`config.mk`:
```
export PLATFORM = sky130hd
export DESIGN_NAME = interrupt_control_flags
export DESIGN_NICKNAME = d
export VERILOG_FILES = /design/src/intc_pkg.sv /design/src/ext_edge_detect.sv /design/src/sticky_flags.sv /design/src/interrupt_control_flags.sv
export SDC_FILE = /design/constraint.sdc
export NUM_CORES = 1
export LEC_CHECK = 0
export BUFFER_PORTS_ARGS = -buffer_cell sky130_fd_sc_hd__buf_2
export CORE_ASPECT_RATIO = 0.5
export CORE_MARGIN = 2
export CORE_UTILIZATION = 37
export DETAILED_ROUTE_END_ITERATION = 8
export PLACE_DENSITY = 0.66
export SYNTH_ARGS = -nofsm -noshare
export SYNTH_HDL_FRONTEND = slang
export SYNTH_HIERARCHICAL = 1
export SYNTH_SLANG_ARGS = --single-unit
```
`constraint.sdc`:
```
create_clock -name core_clk -period 2.8 [get_ports core_clk]
set_input_delay 0.28 -clock core_clk [delete_from_list [all_inputs] [get_ports core_clk]]
set_output_delay 0.28 -clock core_clk [all_outputs]
set_load 0.05 [all_outputs]
```
`src/intc_pkg.sv`:
```
// shared offsets, field positions, masks and reset values of the interrupt control block
`default_nettype none
package intc_pkg;

  // register byte offsets on the wishbone bus, one 32-bit word each
  localparam logic [7:0]  CTL1_OFS       = 8'h00;
  localparam logic [7:0]  CTL2_OFS       = 8'h04;
  localparam logic [7:0]  FLAGS0_OFS     = 8'h08;
  localparam logic [7:0]  FLAGS1_OFS     = 8'h0C;

  // control register one fields
  localparam int          NEST_BIT       = 15;
  localparam int          ARITH_BIT      = 4;
  localparam int          ADDR_BIT       = 3;
  localparam int          STACK_BIT      = 2;
  localparam int          OSC_BIT        = 1;
  localparam int          TRAP_LSB       = 1;
  localparam int          TRAP_W         = 4;

  // control register two fields
  localparam int          ALT_BIT        = 15;
  localparam int          TDIS_BIT       = 14;
  localparam int          EXT_COUNT      = 5;

  // implemented bits of each register
  localparam logic [15:0] CTL1_MASK      = 16'h801E;
  localparam logic [15:0] CTL2_MASK      = 16'hC01F;
  localparam logic [15:0] FLAGS0_MASK    = 16'h7FFF;
  localparam logic [15:0] FLAGS1_MASK    = 16'hFF5F;
  localparam logic [TRAP_W-1:0] TRAP_MASK = 4'hF;

  // where the external edge detectors land in the flag registers
  localparam int          EXT0_FLAG_BIT  = 0;
  localparam int          EXT1_FLAG_BIT  = 4;
  localparam int          EXT2_FLAG_BIT  = 13;

  // values after power-on reset
  localparam logic [15:0] REG_RESET      = 16'h0000;
  localparam logic [4:0]  POL_RESET      = 5'h00;
  localparam logic        BIT_RESET      = 1'b0;

endpackage
`default_nettype wire

```
`src/ext_edge_detect.sv`:
```
// two-flop synchroniser and selectable-polarity edge detector for one external pin
`timescale 1ns/100ps
`default_nettype none
module ext_edge_detect
  import intc_pkg::*;
(
  input  wire logic core_clk,
  input  wire logic reset_n,
  input  wire logic pin,
  input  wire logic fallingEdge,
  output logic      edgePulse
);

  typedef struct packed {
    logic meta;
    logic sync;
    logic prev;
    logic pulse;
  } edge_state_t;

  edge_state_t state_q;
  edge_state_t state_d;

  // meta feeds only sync; the edge logic looks at sync and prev
  always_comb
  begin
    state_d       = state_q;
    state_d.meta  = pin;
    state_d.sync  = state_q.meta;
    state_d.prev  = state_q.sync;
    state_d.pulse = fallingEdge ? (state_q.prev & ~state_q.sync)
                                : (~state_q.prev & state_q.sync);
  end

  always_ff @(posedge core_clk or negedge reset_n)
  begin
    if (!reset_n)
      state_q <= '0;
    else
      state_q <= state_d;
  end

  assign edgePulse = state_q.pulse;

endmodule
`default_nettype wire

```
`src/sticky_flags.sv`:
```
// bank of sticky request flags: hardware sets, software writes, set beats clear
`timescale 1ns/100ps
`default_nettype none
module sticky_flags
  import intc_pkg::*;
#(
  parameter int               WIDTH = 16,
  parameter logic [WIDTH-1:0] IMPL  = '1
)
(
  input  wire logic             core_clk,
  input  wire logic             reset_n,
  input  wire logic             wrEn,
  input  wire logic [WIDTH-1:0] wrMask,
  input  wire logic [WIDTH-1:0] wrData,
  input  wire logic [WIDTH-1:0] set,
  output logic      [WIDTH-1:0] flags
);

  typedef struct packed {
    logic [WIDTH-1:0] bits;
  } flag_state_t;

  flag_state_t state_q;
  flag_state_t state_d;

  always_comb
  begin
    state_d = state_q;
    if (wrEn)
      state_d.bits = (state_q.bits & ~wrMask) | (wrData & wrMask);
    // a request in the clearing cycle is kept, never lost
    state_d.bits = (state_d.bits | set) & IMPL;
  end

  always_ff @(posedge core_clk or negedge reset_n)
  begin
    if (!reset_n)
      state_q <= '0;
    else
      state_q <= state_d;
  end

  assign flags = state_q.bits;

endmodule
`default_nettype wire

```
`src/interrupt_control_flags.sv`:
```
// interrupt controller global control, trap status and request flag registers
`timescale 1ns/100ps
`default_nettype none
module interrupt_control_flags
  import intc_pkg::*;
(
  input  wire logic        core_clk,
  input  wire logic        reset_n,
  input  wire logic        wb_cyc_i,
  input  wire logic        wb_stb_i,
  input  wire logic        wb_we_i,
  input  wire logic [7:0]  wb_adr_i,
  input  wire logic [3:0]  wb_sel_i,
  input  wire logic [31:0] wb_dat_i,
  output logic      [31:0] wb_dat_o,
  output logic             wb_ack_o,
  input  wire logic        arithTrap,
  input  wire logic        addressTrap,
  input  wire logic        stackTrap,
  input  wire logic        oscFailTrap,
  input  wire logic        timedDisableActive,
  input  wire logic [4:0]  extPin,
  input  wire logic [15:0] periphReq0,
  input  wire logic [15:0] periphReq1,
  input  wire logic        iplWriteReq,
  output logic             iplWriteAllow,
  output logic             nestDisable,
  output logic             altVectorSelect,
  output logic      [4:0]  extEdge,
  output logic      [15:0] requestFlags0,
  output logic      [15:0] requestFlags1
);

  typedef struct packed {
    logic        ack;
    logic [15:0] rdata;
    logic        nest;
    logic        altVec;
    logic [4:0]  polarity;
  } ctl_state_t;

  ctl_state_t state_q;
  ctl_state_t state_d;

  logic              wbReq;
  logic              wrStrobe;
  logic [15:0]       laneMask;
  logic              wrCtl1;
  logic              wrCtl2;
  logic              wrFlags0;
  logic              wrFlags1;
  logic [TRAP_W-1:0] trapSet;
  logic [TRAP_W-1:0] trapFlags;
  logic [15:0]       ctl1View;
  logic [15:0]       ctl2View;
  logic [15:0]       set0;
  logic [15:0]       set1;
  logic [15:0]       readMux;

  // ---------------------------------------------------------------
  // wishbone slave: ack one cycle after the request, held one cycle;
  // writes land on the ack edge so the master sees them committed
  // ---------------------------------------------------------------
  assign wbReq    = wb_cyc_i & wb_stb_i;
  assign wrStrobe = wbReq & state_q.ack & wb_we_i;
  assign laneMask = {{8{wb_sel_i[1]}}, {8{wb_sel_i[0]}}};
  assign wrCtl1   = wrStrobe && (wb_adr_i == CTL1_OFS);
  assign wrCtl2   = wrStrobe && (wb_adr_i == CTL2_OFS);
  assign wrFlags0 = wrStrobe && (wb_adr_i == FLAGS0_OFS);
  assign wrFlags1 = wrStrobe && (wb_adr_i == FLAGS1_OFS);

  // ---------------------------------------------------------------
  // external pins: synchronised, then edge chosen by polarity
  // ---------------------------------------------------------------
  genvar gi;
  generate
    for (gi = 0; gi < EXT_COUNT; gi++)
    begin : g_ext
      ext_edge_detect u_edge (
        .core_clk    (core_clk),
        .reset_n     (reset_n),
        .pin         (extPin[gi]),
        .fallingEdge (state_q.polarity[gi]),
        .edgePulse   (extEdge[gi])
      );
    end
  endgenerate

  // ---------------------------------------------------------------
  // trap status flags, ordered arith/address/stack/osc on bits 4..1
  // ---------------------------------------------------------------
  always_comb
  begin
    trapSet = {arithTrap, addressTrap, stackTrap, oscFailTrap};
  end

  sticky_flags #(
    .WIDTH (TRAP_W),
    .IMPL  (TRAP_MASK)
  ) u_traps (
    .core_clk (core_clk),
    .reset_n  (reset_n),
    .wrEn     (wrCtl1),
    .wrMask   (laneMask[TRAP_LSB +: TRAP_W]),
    .wrData   (wb_dat_i[TRAP_LSB +: TRAP_W]),
    .set      (trapSet),
    .flags    (trapFlags)
  );

  // ---------------------------------------------------------------
  // request flags: peripheral requests plus pin edges
  // ext3 and ext4 flag elsewhere; their edges are only passed out
  // ---------------------------------------------------------------
  always_comb
  begin
    set0                = periphReq0;
    set1                = periphReq1;
    set0[EXT0_FLAG_BIT] = periphReq0[EXT0_FLAG_BIT] | extEdge[0];
    set1[EXT1_FLAG_BIT] = periphReq1[EXT1_FLAG_BIT] | extEdge[1];
    set1[EXT2_FLAG_BIT] = periphReq1[EXT2_FLAG_BIT] | extEdge[2];
  end

  sticky_flags #(
    .WIDTH (16),
    .IMPL  (FLAGS0_MASK)
  ) u_flags0 (
    .core_clk (core_clk),
    .reset_n  (reset_n),
    .wrEn     (wrFlags0),
    .wrMask   (laneMask),
    .wrData   (wb_dat_i[15:0]),
    .set      (set0),
    .flags    (requestFlags0)
  );

  sticky_flags #(
    .WIDTH (16),
    .IMPL  (FLAGS1_MASK)
  ) u_flags1 (
    .core_clk (core_clk),
    .reset_n  (reset_n),
    .wrEn     (wrFlags1),
    .wrMask   (laneMask),
    .wrData   (wb_dat_i[15:0]),
    .set      (set1),
    .flags    (requestFlags1)
  );

  // ---------------------------------------------------------------
  // read views of the two control registers
  // ---------------------------------------------------------------
  always_comb
  begin
    ctl1View                         = REG_RESET;
    ctl1View[NEST_BIT]               = state_q.nest;
    ctl1View[TRAP_LSB +: TRAP_W]     = trapFlags;
    ctl2View                         = REG_RESET;
    ctl2View[ALT_BIT]                = state_q.altVec;
    ctl2View[TDIS_BIT]               = timedDisableActive;
    ctl2View[EXT_COUNT-1:0]          = state_q.polarity;
  end

  always_comb
  begin
    case (wb_adr_i)
      CTL1_OFS:   readMux = ctl1View & CTL1_MASK;
      CTL2_OFS:   readMux = ctl2View & CTL2_MASK;
      FLAGS0_OFS: readMux = requestFlags0;
      FLAGS1_OFS: readMux = requestFlags1;
      default:    readMux = REG_RESET;
    endcase
  end

  // ---------------------------------------------------------------
  // control state
  // ---------------------------------------------------------------
  always_comb
  begin
    state_d     = state_q;
    state_d.ack = wbReq & ~state_q.ack;
    if (wbReq && !state_q.ack)
      state_d.rdata = readMux;
    if (wrCtl1 && wb_sel_i[1])
      state_d.nest = wb_dat_i[NEST_BIT];
    if (wrCtl2 && wb_sel_i[1])
      state_d.altVec = wb_dat_i[ALT_BIT];
    if (wrCtl2 && wb_sel_i[0])
      state_d.polarity = wb_dat_i[EXT_COUNT-1:0];
  end

  always_ff @(posedge core_clk or negedge reset_n)
  begin
    if (!reset_n)
    begin
      state_q          <= '0;
      state_q.rdata    <= REG_RESET;
      state_q.polarity <= POL_RESET;
      state_q.nest     <= BIT_RESET;
      state_q.altVec   <= BIT_RESET;
    end
    else
      state_q <= state_d;
  end

  assign wb_ack_o        = state_q.ack;
  assign wb_dat_o        = {16'h0000, state_q.rdata};
  assign nestDisable     = state_q.nest;
  assign altVectorSelect = state_q.altVec;
  // priority level writes are refused whole while nesting is off
  assign iplWriteAllow   = iplWriteReq & ~state_q.nest;
endmodule
`default_nettype wire

```
Word level (Yosys, flattened, before mapping)
Index checks and enable logic that the tools add are counted.
- flip-flop bits (word level): 77
- output and inout port bits: 73
- word-level logic and storage cells: 93
- eq/ne operators: 3
- multiplexer cells: 9
- bitwise gates (word level): 43
- reduce and logical (&&, ||, !) cells: 10
- operators with widths (kind ; count):
    $pmux W16 S4 ; 1
    $and A16 B16 Y16 ; 2
    $or A16 B16 Y16 ; 2
    $or A15 B15 Y15 ; 2
    $eq A8 B4 Y1 const B ; 2
    $mux W16 ; 1
    $not A16 Y16 ; 1
    $and A1 B1 Y1 ; 15
    $and A15 B15 Y15 ; 1
    $mux W15 ; 1
    $not A1 Y1 ; 12
    $and A4 B4 Y4 ; 2
    $eq A8 B3 Y1 const B ; 1
    $logic_and A1 B1 Y1 ; 8
    $logic_not A8 Y1 ; 1
    $or A4 B4 Y4 ; 2
    $mux W1 ; 5
    $mux W4 ; 1
    $not A4 Y4 ; 1
    $or A1 B1 Y1 ; 3
    $logic_not A1 Y1 ; 1

Depth between registers and ports, before layout
Gate-level depths: netlist of the first run.
- depth after elaboration: 6
- mapped depth: 9
- gate-level depth less buffers: 5

By module
The synthesis of the first run kept the hierarchy.
- modules (own cells, without submodules) (module ; instances ; cells an instance ; area each (um2) ; sequential area each (um2)):
    interrupt_control_flags ; 1 ; 123 ; 1466.4 ; 600.6
    sticky_flags at u_flags0 ; 1 ; 50 ; 666.9 ; 375.4
    sticky_flags at u_flags1 ; 1 ; 48 ; 641.9 ; 350.3
    ext_edge_detect ; 5 ; 7 ; 122.6 ; 100.1
    sticky_flags at u_traps ; 1 ; 12 ; 170.2 ; 100.1

Least setup slack after synthesis of the first run
Ideal clock, no wire load.
- path type: input-to-reg
- from: in wb_adr_i[1]
- to: reg u_flags0.state_q, in the netlist u_flags0/flags[10]
- library setup time: 0.126 ns
- data arrival time: 2.169 ns
- required time: 2.674 ns
- slack: 0.505 ns
- stages: 8
- path buffers: 3
- cell sequence: or4_4 buf_6 or3_4 buf_6 nor3_1 buf_2 a21boi_0 a311o_1
- RTL lines (element ; RTL line ; source):
    start: declaration ; interrupt_control_flags.sv:12 ; input wire logic [7:0] wb_adr_i,
    end signal: assignment ; sticky_flags.sv:41 ; state_q <= state_d;
    end: declaration ; sticky_flags.sv:24 ; flag_state_t state_q;

==> results of run 1 <==
==> flip-flops by register name, indices dropped and copies added, names as in the netlist <==
register / count
u_traps/flags: 4
ctl2View: 5
wb_ack_o: 1
g_ext.u_edge/state_d: 10
u_flags1/flags: 14
u_flags0/flags: 15
altVectorSelect: 1
wb_dat_o: 16
g_ext.u_edge/state_q: 5
nestDisable: 1
g_ext.u_edge/edgePulse: 5
==> critical path, stage by stage <==
cell and delay [ns]:
buf_2 0.10, or4_4 0.59, or3_4 0.47, nor3_2 0.17
buf_4 0.29, a21boi_1 0.10, a311o_1 0.32
==> layout make-up <==
class,instances,area [µm²],share of cell area [%]
clock buffer,12,256,5.63
clock inverter,3,68.8,1.51
multi-input combinational,171,1460,32.0
sequential,77,1930,42.3
inverter,3,11.3,0.247
timing repair buffer,132,683,15.0
tap,121,151,3.32
==> cells in the final DEF (no fill, tap or decap) <==
cell       instances
mux2i_1           11
or3b_2             1
nor4_1             2
or3_1              1
nand4_1            1
nand3b_1           8
clkinv_4           1
nor2b_1            2
o2bb2ai_1          2
o31ai_2            8
nand2_1            9
or4_4              1
buf_4              9
a311o_1           33
mux2_2             7
inv_1              3
or3_4              1
dfrtp_1           77
mux4_2             5
o21ai_2            5
nor3_2             3
or2_2              4
nor3_1             1
clkbuf_16          9
a22o_1             7
nand2b_1           5
bufinv_16          2
o31ai_1            1
a21boi_0          21
conb_1            19
clkbuf_1           1
clkbuf_8           2
a21boi_1          12
buf_2            123
nor4_4             1
==> power breakdown <==
group | internal (mW) | switching, mW
combinational | 0.0668 | 0.175
sequential | 1.13 | 0.00772
clock | 0.826 | 0.438
==> cell families after synthesis <==
kind of cell           count (synthesis)  synth area share, %
muxes                                 23                 8.47
AOI/OAI and AO/OA                     89                 22.7
DFF                                   77                 54.1
buffers and inverters                 36                 6.89
other                                  3                0.316
and+or+nand+nor                       40                 7.45
==> worst max path at each step <==
stage	depth (start not counted)	slack [ns]	endpoint
after floorplan	8	0.50	u_flags0/flags[10]
after global placement	7	0.39	u_flags1/flags[14]
after detailed placement	7	0.34	u_flags0/flags[13]
after CTS	7	0.70	u_flags0/flags[13]
after global routing	7	0.61	u_flags0/flags[2]
final	7	0.70	u_flags0/flags[13]
==> routing by layer <==
layer	up-vias	track usage [%]	share of wire, %
met5	-	0	0
met4	0	4.95	0.77
met3	6	5.35	4.1
met2	65	27.9	51
met1	1300	21.4	45
li1	1251	-	-
==> through the flow <==
stage / hold WS (ns) / worst slack (ns) / total power, mW / util (%)
after CTS: 0.0337 / 0.699 / 2.67 / 48.5
after global routing: 0.0294 / 0.613 / 2.75 / 48.5
after detailed placement: 0.336 / 0.340 / 1.40 / 45.1
after global placement: 0.331 / 0.387 / 1.40 / 45.1
final: 0.0474 / 0.698 / 2.64 / 48.5
after floorplan: -0.0156 / 0.505 / 1.31 / -
==> flow_summary.toml, run 1 <==
[sta]
timing.final.max_slew_violations = 0
finalSetupViolations = 0
clock.fmax_mhz = 476
post-route-period-util_pct = 75.1
fin_skew_ns = 0.00368
final.min_clock_period_ns = 2.10
final-hold-violation-count = 0
rsz0062_at_grt = "no"
worstMarginPinSlew_ns = 0.987
fin_setup_tns_ns = 0
relSlewSlack_pct = 34.2

[clock_tree]
ctsRootBufferMaster = "clkbuf_16"
post-cts-setup-buffers = 0
clk_latency_ns = 0.33
cts_resized = 0
max-clock-path-buffers = 2
clock-sinks = 77
cts_buffers = 9
tritoncts = "yes"
clk_pin_slew_ns = 0.06
cts_max_level = 3
ctsHoldBuffers = 0

[routing]
via_per_inst = 5.05
dr.pass1.iters = 4
drtIter0Drc = 154
drt_drc_violations_left = 0
vias = 2622
wl_per_cell_um = 16.2
ant_nets = 0
wl_um = 8400

[final_layout]
diodes = 0
fillers = 869
syn_to_final_growth_pct = 28.0
drive_gt1_share_pct = 45.7
fin_area_um2 = 4550
fin_nets = 486
instances_no_fill = 519

[pwr]
ir_drop_uv = 312
p_leak_nw = 2.04
powerDensity_nw_per_um2 = 581

[grt]
grt.overflow.total = 0
first_global_vias = 2527
grtUsageTotal_pct = 16.8
grt_max_degree = 78
grt_antenna_before_repair = 0
grt_pass1_wl_um = 13200

[placed_design]
placed_cell_area_um2 = 4230
io_buffers = 124
dp_cells = 504
place.gp.congestion = 0.814
hpwl_um = 5790

[setup_path]
worstSetupPathType = "in -> reg"
cp_data_arrival_time_ns = 2.32
critPathRequiredTime_ns = 3.02
ff2ff_setup_slack_ns = 0.87
cp_max_fo = 20
startpoint = "wb_adr_i[1]"
critPathCaptureType = "flip-flop"
ff2ff_path_depth = 6
critPathLaunchType = "input pin"
r2r_end = "u_traps/flags[2]"
rr_startpoint = "wb_ack_o"

[yosys]
synth_area_leaders = "dfrtp_1, a311o_1, a21boi_0"
yosysTopAreaCell = "dfrtp_1"
synthTopCellsByCount = "dfrtp_1, a311o_1, a21boi_0, buf_4, a21boi_1"
synth_edf_count = 0
avgSynthCellArea_um2 = 13.3
synth_area_um2 = 3560
yosysWarnings = 6
async_flop_share_pct = 100
postSynthCellCount = 268
yosysMostFrequentCell = "dfrtp_1"
synth_cell_type_count = 33
synthFlopType = "dfrtp_1"
synth-seq-cells = 77
synth_top_area_share_pct = 54.1
yosysSeqAreaShare_pct = 54.1

[die]
die_y_um = 73.3
ios = 165
die-area_um2 = 10500
coreArea_um2 = 9380
start_util_pct = 37.9
rows = 25
die_w_um = 143

[hold_path]
hp-class = "in -> reg"
min_from = "extPin[1]"
whs_endpoint = "g_ext[1].u_edge/state_d[2]"
whs_path_depth = 1

[run]
maxCapViolCount = 0

[status]
outcome = "complete, no violations"
No activity file was read; power rests on OpenSTA's default activity.
==> run 2: changes to the inputs <==
==> constraint.sdc (replaced) <==
create_clock -name core_clk -period 2 [get_ports core_clk]
set_input_delay 0.2 -clock core_clk [delete_from_list [all_inputs] [get_ports core_clk]]
set_output_delay 0.2 -clock core_clk [all_outputs]
set_load 0.05 [all_outputs]
==> run 2 against run 1 <==
Effect of this change:
- sequential share of layout area decreased by 1.8 points
- clock skew rose by 0.0017 ns
- wire length grew 3.0%
- critical path depth is the same
- via count rose by 2.5%
- global-route usage is 0.84 points higher
- clock power up 29%
- critical endpoint is now u_flags1/flags[6]
==> flow_summary.toml, run 2 (same netlist as run 1, synthesis figures left out) <==
[status]
outcome = "complete, no violations"

[final_layout]
fillers = 876
fin_area_um2 = 4750
diodes = 0
layout_commonest_cell = "buf_2"
largest_reg_flops = 16
final_util_pct = 50.7
instances_no_fill = 543
fin_nets = 510
layout_common_cells = "buf_2, dfrtp_1, a311o_1"
drive_gt1_share_pct = 48.1
syn_to_final_growth_pct = 33.6

[setup_path]
cp_num_buf_inv = 2
crit_chain = "buf_2 > or4_4 > or3_4 > nor3_4 > buf_4 > a21boi_1 > a311o_1"
critPathCaptureType = "flip-flop"
critical-path-max-stage-delay_ns = 0.53
worstSetupPathType = "in -> reg"
crit_family = "simple AND/OR/NAND/NOR gates"
slowest_stage = "or4_4"
critPathLaunchType = "input pin"
cp_max_fo = 13
cp_data_arrival_time_ns = 1.98
critPathRequiredTime_ns = 2.21

[placed_design]
place.gp.congestion = 0.793
io_buffers = 124
hpwl_um = 6450
placed_cell_area_um2 = 4400
dp_cells = 522

[clock_tree]
clk_latency_ns = 0.33
max-clock-path-buffers = 2
cts_buffers = 9
cts_max_level = 3
clk_pin_slew_ns = 0.06
ctsRootBufferMaster = "clkbuf_16"
post-cts-setup-buffers = 0
clock-sinks = 77
tritoncts = "yes"

[sta]
finalSetupViolations = 0
final.min_clock_period_ns = 1.77
clock.fmax_mhz = 564
final-hold-violation-count = 0
rsz0062_at_grt = "no"
relSlewSlack_pct = 64.4
timing.final.max_slew_violations = 0
post-route-period-util_pct = 88.7
fin_skew_ns = 0.00539
worstMarginPinSlew_ns = 0.534
fin_setup_tns_ns = 0

[routing]
wl_per_cell_um = 15.9
highest_layer = "met4"
dr.pass1.iters = 5
wl_met2_um = 4210
wl_um = 8660
via_per_inst = 4.95
wl_met3_um = 394
vias = 2687
drtIter0Drc = 191
ant_nets = 0
drt_drc_violations_left = 0
wirelength_met1_um = 3930

[die]
die_y_um = 73.3
die-area_um2 = 10500
ios = 165
rows = 25
die_w_um = 143
start_util_pct = 37.9
coreArea_um2 = 9380

[grt]
first_global_vias = 2660
grt_antenna_before_repair = 0
grt_max_degree = 42
grt_pass1_wl_um = 13900
grt.overflow.total = 0
grtUsageTotal_pct = 17.6

[pwr]
pwr-share-seq_pct = 44.5
ir_drop_uv = 398
p_int_mw = 2.69
p_total_mw = 3.58
p_comb_share_pct = 10.1
powerDensity_nw_per_um2 = 753
power.switching_mw = 0.889
p_leak_nw = 2.15
p_sw_share_pct = 24.8
clkPwrFrac_pct = 45.4

[run]
maxCapViolCount = 0

[hold_path]
hp-class = "in -> reg"
## run 2: power groups by stage
stage	clock, mW	combinational (mW)	sequential [mW]
5_1_grt	1.76	0.394	1.60
4_1_cts	1.67	0.367	1.59
6_report	1.62	0.363	1.59
2_1_floorplan	0	0.181	1.66
3_3_place_gp	0	0.357	1.62
3_5_place_dp	0	0.357	1.62
## run 2: worst paths after layout
path / startpoint / to / slack [ns] / depth (start not counted)
hold / removal: periphReq1[14] / u_flags1/flags[14] / 0.06 / 2
setup / recovery: wb_adr_i[1] / u_flags1/flags[6] / 0.23 / 7
hold reg to reg: g_ext[1].u_edge/state_d[2] / g_ext[1].u_edge/state_d[1] / 0.35 / 0
max in group asynchronous: reset_n / wb_dat_o[5] / 0.99 / 3
min in group asynchronous: reset_n / u_flags1/flags[1] / 0.39 / 2
setup reg to reg: wb_ack_o / u_traps/flags[2] / 0.36 / 6
## run 2: final cells by class
type	count	area, µm²	share of cell area, %
clock buffers	10	239	5.03
clock inverters	5	60.1	1.26
inverters	3	11.3	0.237
multi-input cells	171	1470	31.0
flip-flops and latches	77	1930	40.6
well taps	121	151	3.18
repair buffers	156	891	18.7
## run 2: worst register-to-register path, cell delays in order, from the launching register on
cell,delay (ns)
dfrtp_2,0.37
nand4_1,0.12
or3_1,0.33
nor3_2,0.11
buf_4,0.19
a21boi_1,0.08
a311o_1,0.32
## run 2: per-stage QoR
stage | hold slack, ns | setup WS [ns]
floorplan | -0.0956 | -0.145
global placement | 0.222 | -0.105
detailed placement | 0.220 | -0.114
CTS | 0.0543 | 0.239
global route | 0.0633 | 0.146
finish | 0.0610 | 0.226
## run 2: what timing repair did
| item | 4_1_cts | 5_1_grt |
|---|---|---|
| endpoints found under the setup margin | 0 | 0 |
| hold buffers | 6 | 0 |
| hold endpoints to repair | 43 | 0 |
| gates resized for setup | 0 | 0 |
## run 2: metal layers
| metal | vias to the layer above | global-route usage, % |
|---|---|---|
| met2 | 65 | 29.2 |
| met3 | 14 | 4.30 |
| met4 | 0 | 6.49 |
| li1 | 1301 | - |
| met5 | - | 0 |
| met1 | 1307 | 22.8 |
==> run 3: changes to the inputs <==
--- a/config.mk
+++ b/config.mk
@@ -5,12 +5,13 @@
 export SDC_FILE = /design/constraint.sdc
 export NUM_CORES = 1
 export LEC_CHECK = 0
+export ABC_AREA = 1
 export BUFFER_PORTS_ARGS = -buffer_cell sky130_fd_sc_hd__buf_2
 export CORE_ASPECT_RATIO = 0.5
 export CORE_MARGIN = 2
 export CORE_UTILIZATION = 37
 export DETAILED_ROUTE_END_ITERATION = 8
-export PLACE_DENSITY = 0.66
+export PLACE_DENSITY = 0.64
 export SYNTH_ARGS = -nofsm -noshare
 export SYNTH_HDL_FRONTEND = slang
 export SYNTH_HIERARCHICAL = 1
==> run 3 against run 2 <==
Effect of this change:
- global-route usage up 0.55 points
- sequential share of layout area down 2.0 points
- flip-flop and latch count unchanged
- register-to-register slack hardly changed
- worst setup slack better by 0.13 ns
- area after synthesis grew 10%
- largest cell class unchanged
==> flow_summary.toml, run 3 <==
[placed_design]
hpwl_um = 7070
place.gp.congestion = 0.796
io_buffers = 124
placed_cell_area_um2 = 4580

[final_layout]
diodes = 0
layout_commonest_cell = "nand2_1"
drive_gt1_share_pct = 29.5
largest_reg_flops = 16
register_area_um2 = 1930
multi_input_area_um2 = 1530
fin_area_um2 = 5000
fillers = 1056
syn_to_final_growth_pct = 27.3
layout_common_cells = "nand2_1, buf_2, nand3_1"
fin_nets = 703

[setup_path]
critPathRequiredTime_ns = 2.22
rr_startpoint = "wb_ack_o"
worstSetupPathType = "reg -> reg"
startpoint = "wb_ack_o"
cp_data_arrival_time_ns = 1.87
cp_max_fo = 26
critPathCaptureType = "flip-flop"
critPathLaunchType = "flip-flop"

[pwr]
p_int_mw = 3.00
p_sw_share_pct = 23.2
ir_drop_uv = 449
power.switching_mw = 0.908
powerDensity_nw_per_um2 = 782
pwr-share-seq_pct = 40.8
p_leak_nw = 2.65
clkPwrFrac_pct = 49.7
p_comb_share_pct = 9.4

[clock_tree]
clock-sinks = 77
cts_buffers = 9
clk_pin_slew_ns = 0.06
ctsRootBufferMaster = "clkbuf_16"
post-cts-setup-buffers = 0
tritoncts = "yes"
clk_latency_ns = 0.34
ctsHoldBuffers = 6
cts_resized = 0
cts_max_level = 3
max-clock-path-buffers = 2

[yosys]
synth_area_leaders = "dfrtp_1, nand2_1, nand3_1"
yosysTopAreaCell = "dfrtp_1"
synthFlopType = "dfrtp_1"
yosysWarnings = 6
synth_edf_count = 0
postSynthCellCount = 479
synth-seq-cells = 77
synth_top_area_share_pct = 49.1
avgSynthCellArea_um2 = 8.20
yosysMostFrequentCell = "nand2_1"
synth_cell_type_count = 21
synthTopCellsByCount = "nand2_1, nand3_1, dfrtp_1, inv_1, buf_4"
synth_area_um2 = 3930
async_flop_share_pct = 100
yosysSeqAreaShare_pct = 49.1

[sta]
final-hold-violation-count = 0
worstMarginPinSlew_ns = 0.614
timing.final.max_slew_violations = 0
relSlewSlack_pct = 59.0
hold_ws_ns = 0.0602
clock.fmax_mhz = 607
fin_setup_tns_ns = 0
finalSetupViolations = 0
final.min_clock_period_ns = 1.65
fin_skew_ns = 0.00633
post-route-period-util_pct = 82.4
rsz0062_at_grt = "no"

[routing]
dr.pass1.iters = 4
highest_layer = "met4"
via_per_inst = 4.62
drt_drc_violations_left = 0
wirelength_met1_um = 4460
wl_met2_um = 4910
wl_met3_um = 584
vias = 3491
wl_um = 10100
wl_per_cell_um = 13.4
drtIter0Drc = 186
ant_nets = 0

[hold_path]
hp-class = "in -> reg"
min_from = "periphReq0[5]"

[status]
outcome = "complete, no violations"

[grt]
grt_max_degree = 46
first_global_vias = 3217
grtUsageTotal_pct = 18.2
grt.overflow.total = 0
grt_pass1_wl_um = 16100
grt_antenna_before_repair = 0

[die]
die-area_um2 = 11500
ios = 165
die_y_um = 76.9
die_w_um = 150
rows = 26
coreArea_um2 = 10300
start_util_pct = 38.2

[run]
maxCapViolCount = 0
==> run 3: worst max-delay path: stages (launching register included) <==
cell and delay, ns:
dfrtp_1 0.40, nand2_1 0.08, nor2_2 0.18, inv_2 0.09, nor4_2 0.18, buf_4 0.35
nand2_1 0.09, nand2_1 0.08, nand3_1 0.06
==> run 3: logic make-up (layout without fill, tap and decap cells) <==
family,after synthesis,after routing,synth area share (%)
other cells,3,19,0.287
flops,77,77,49.1
simple gates,291,291,35.2
compound gates,12,12,1.53
buf+inv,96,217,13.9
==> run 3: power by group through the flow <==
stage / combinational (mW) / clock, mW / sequential [mW]
after global placement: 0.361 / 0 / 1.62
after detailed placement: 0.363 / 0 / 1.62
after CTS: 0.372 / 1.99 / 1.60
after floorplan: 0.192 / 0 / 1.66
final: 0.368 / 1.94 / 1.60
after global routing: 0.403 / 2.06 / 1.60
==> run 3: final timing paths <==
path | endpoint | slack (ns) | depth (start not counted)
worst max register to register | u_flags0/flags[12] | 0.35 | 8
worst max-delay path | u_flags0/flags[12] | 0.35 | 8
max in group asynchronous | u_flags0/flags[10] | 1.04 | 3
min in group asynchronous | g_ext[3].u_edge/state_d[1] | 0.36 | 2
worst min register to register | g_ext[2].u_edge/state_d[1] | 0.35 | 0
worst min-delay path | u_flags0/flags[5] | 0.06 | 3
==> run 3: per-stage QoR <==
stage               setup slack (ns)  utilization, %  total power [mW]  std cells
floorplan                     0.0176               -              1.85        495
global placement               0.378            44.5              1.98        734
detailed placement             0.368            44.5              1.99        734
CTS                            0.354            48.6              3.96        756
global route                   0.183            48.6              4.06        756
finish                         0.353            48.6              3.91        756
==> run 3: per-layer routing <==
layer  vias up  track usage, %
met5         -               0
met4         0            6.42
met3        15            4.58
met2        90            30.6
met1      1647            22.7
li1       1739               -
==> run 3: cell type report <==
type	count	area share [%]
Sequential cell	77	38.5
Tap cell	140	3.50
Clock buffer	13	5.41
Clock inverter	3	1.80
Inverter	62	4.66
Multi-Input combinational cell	322	30.6
Timing Repair Buffer	139	15.5
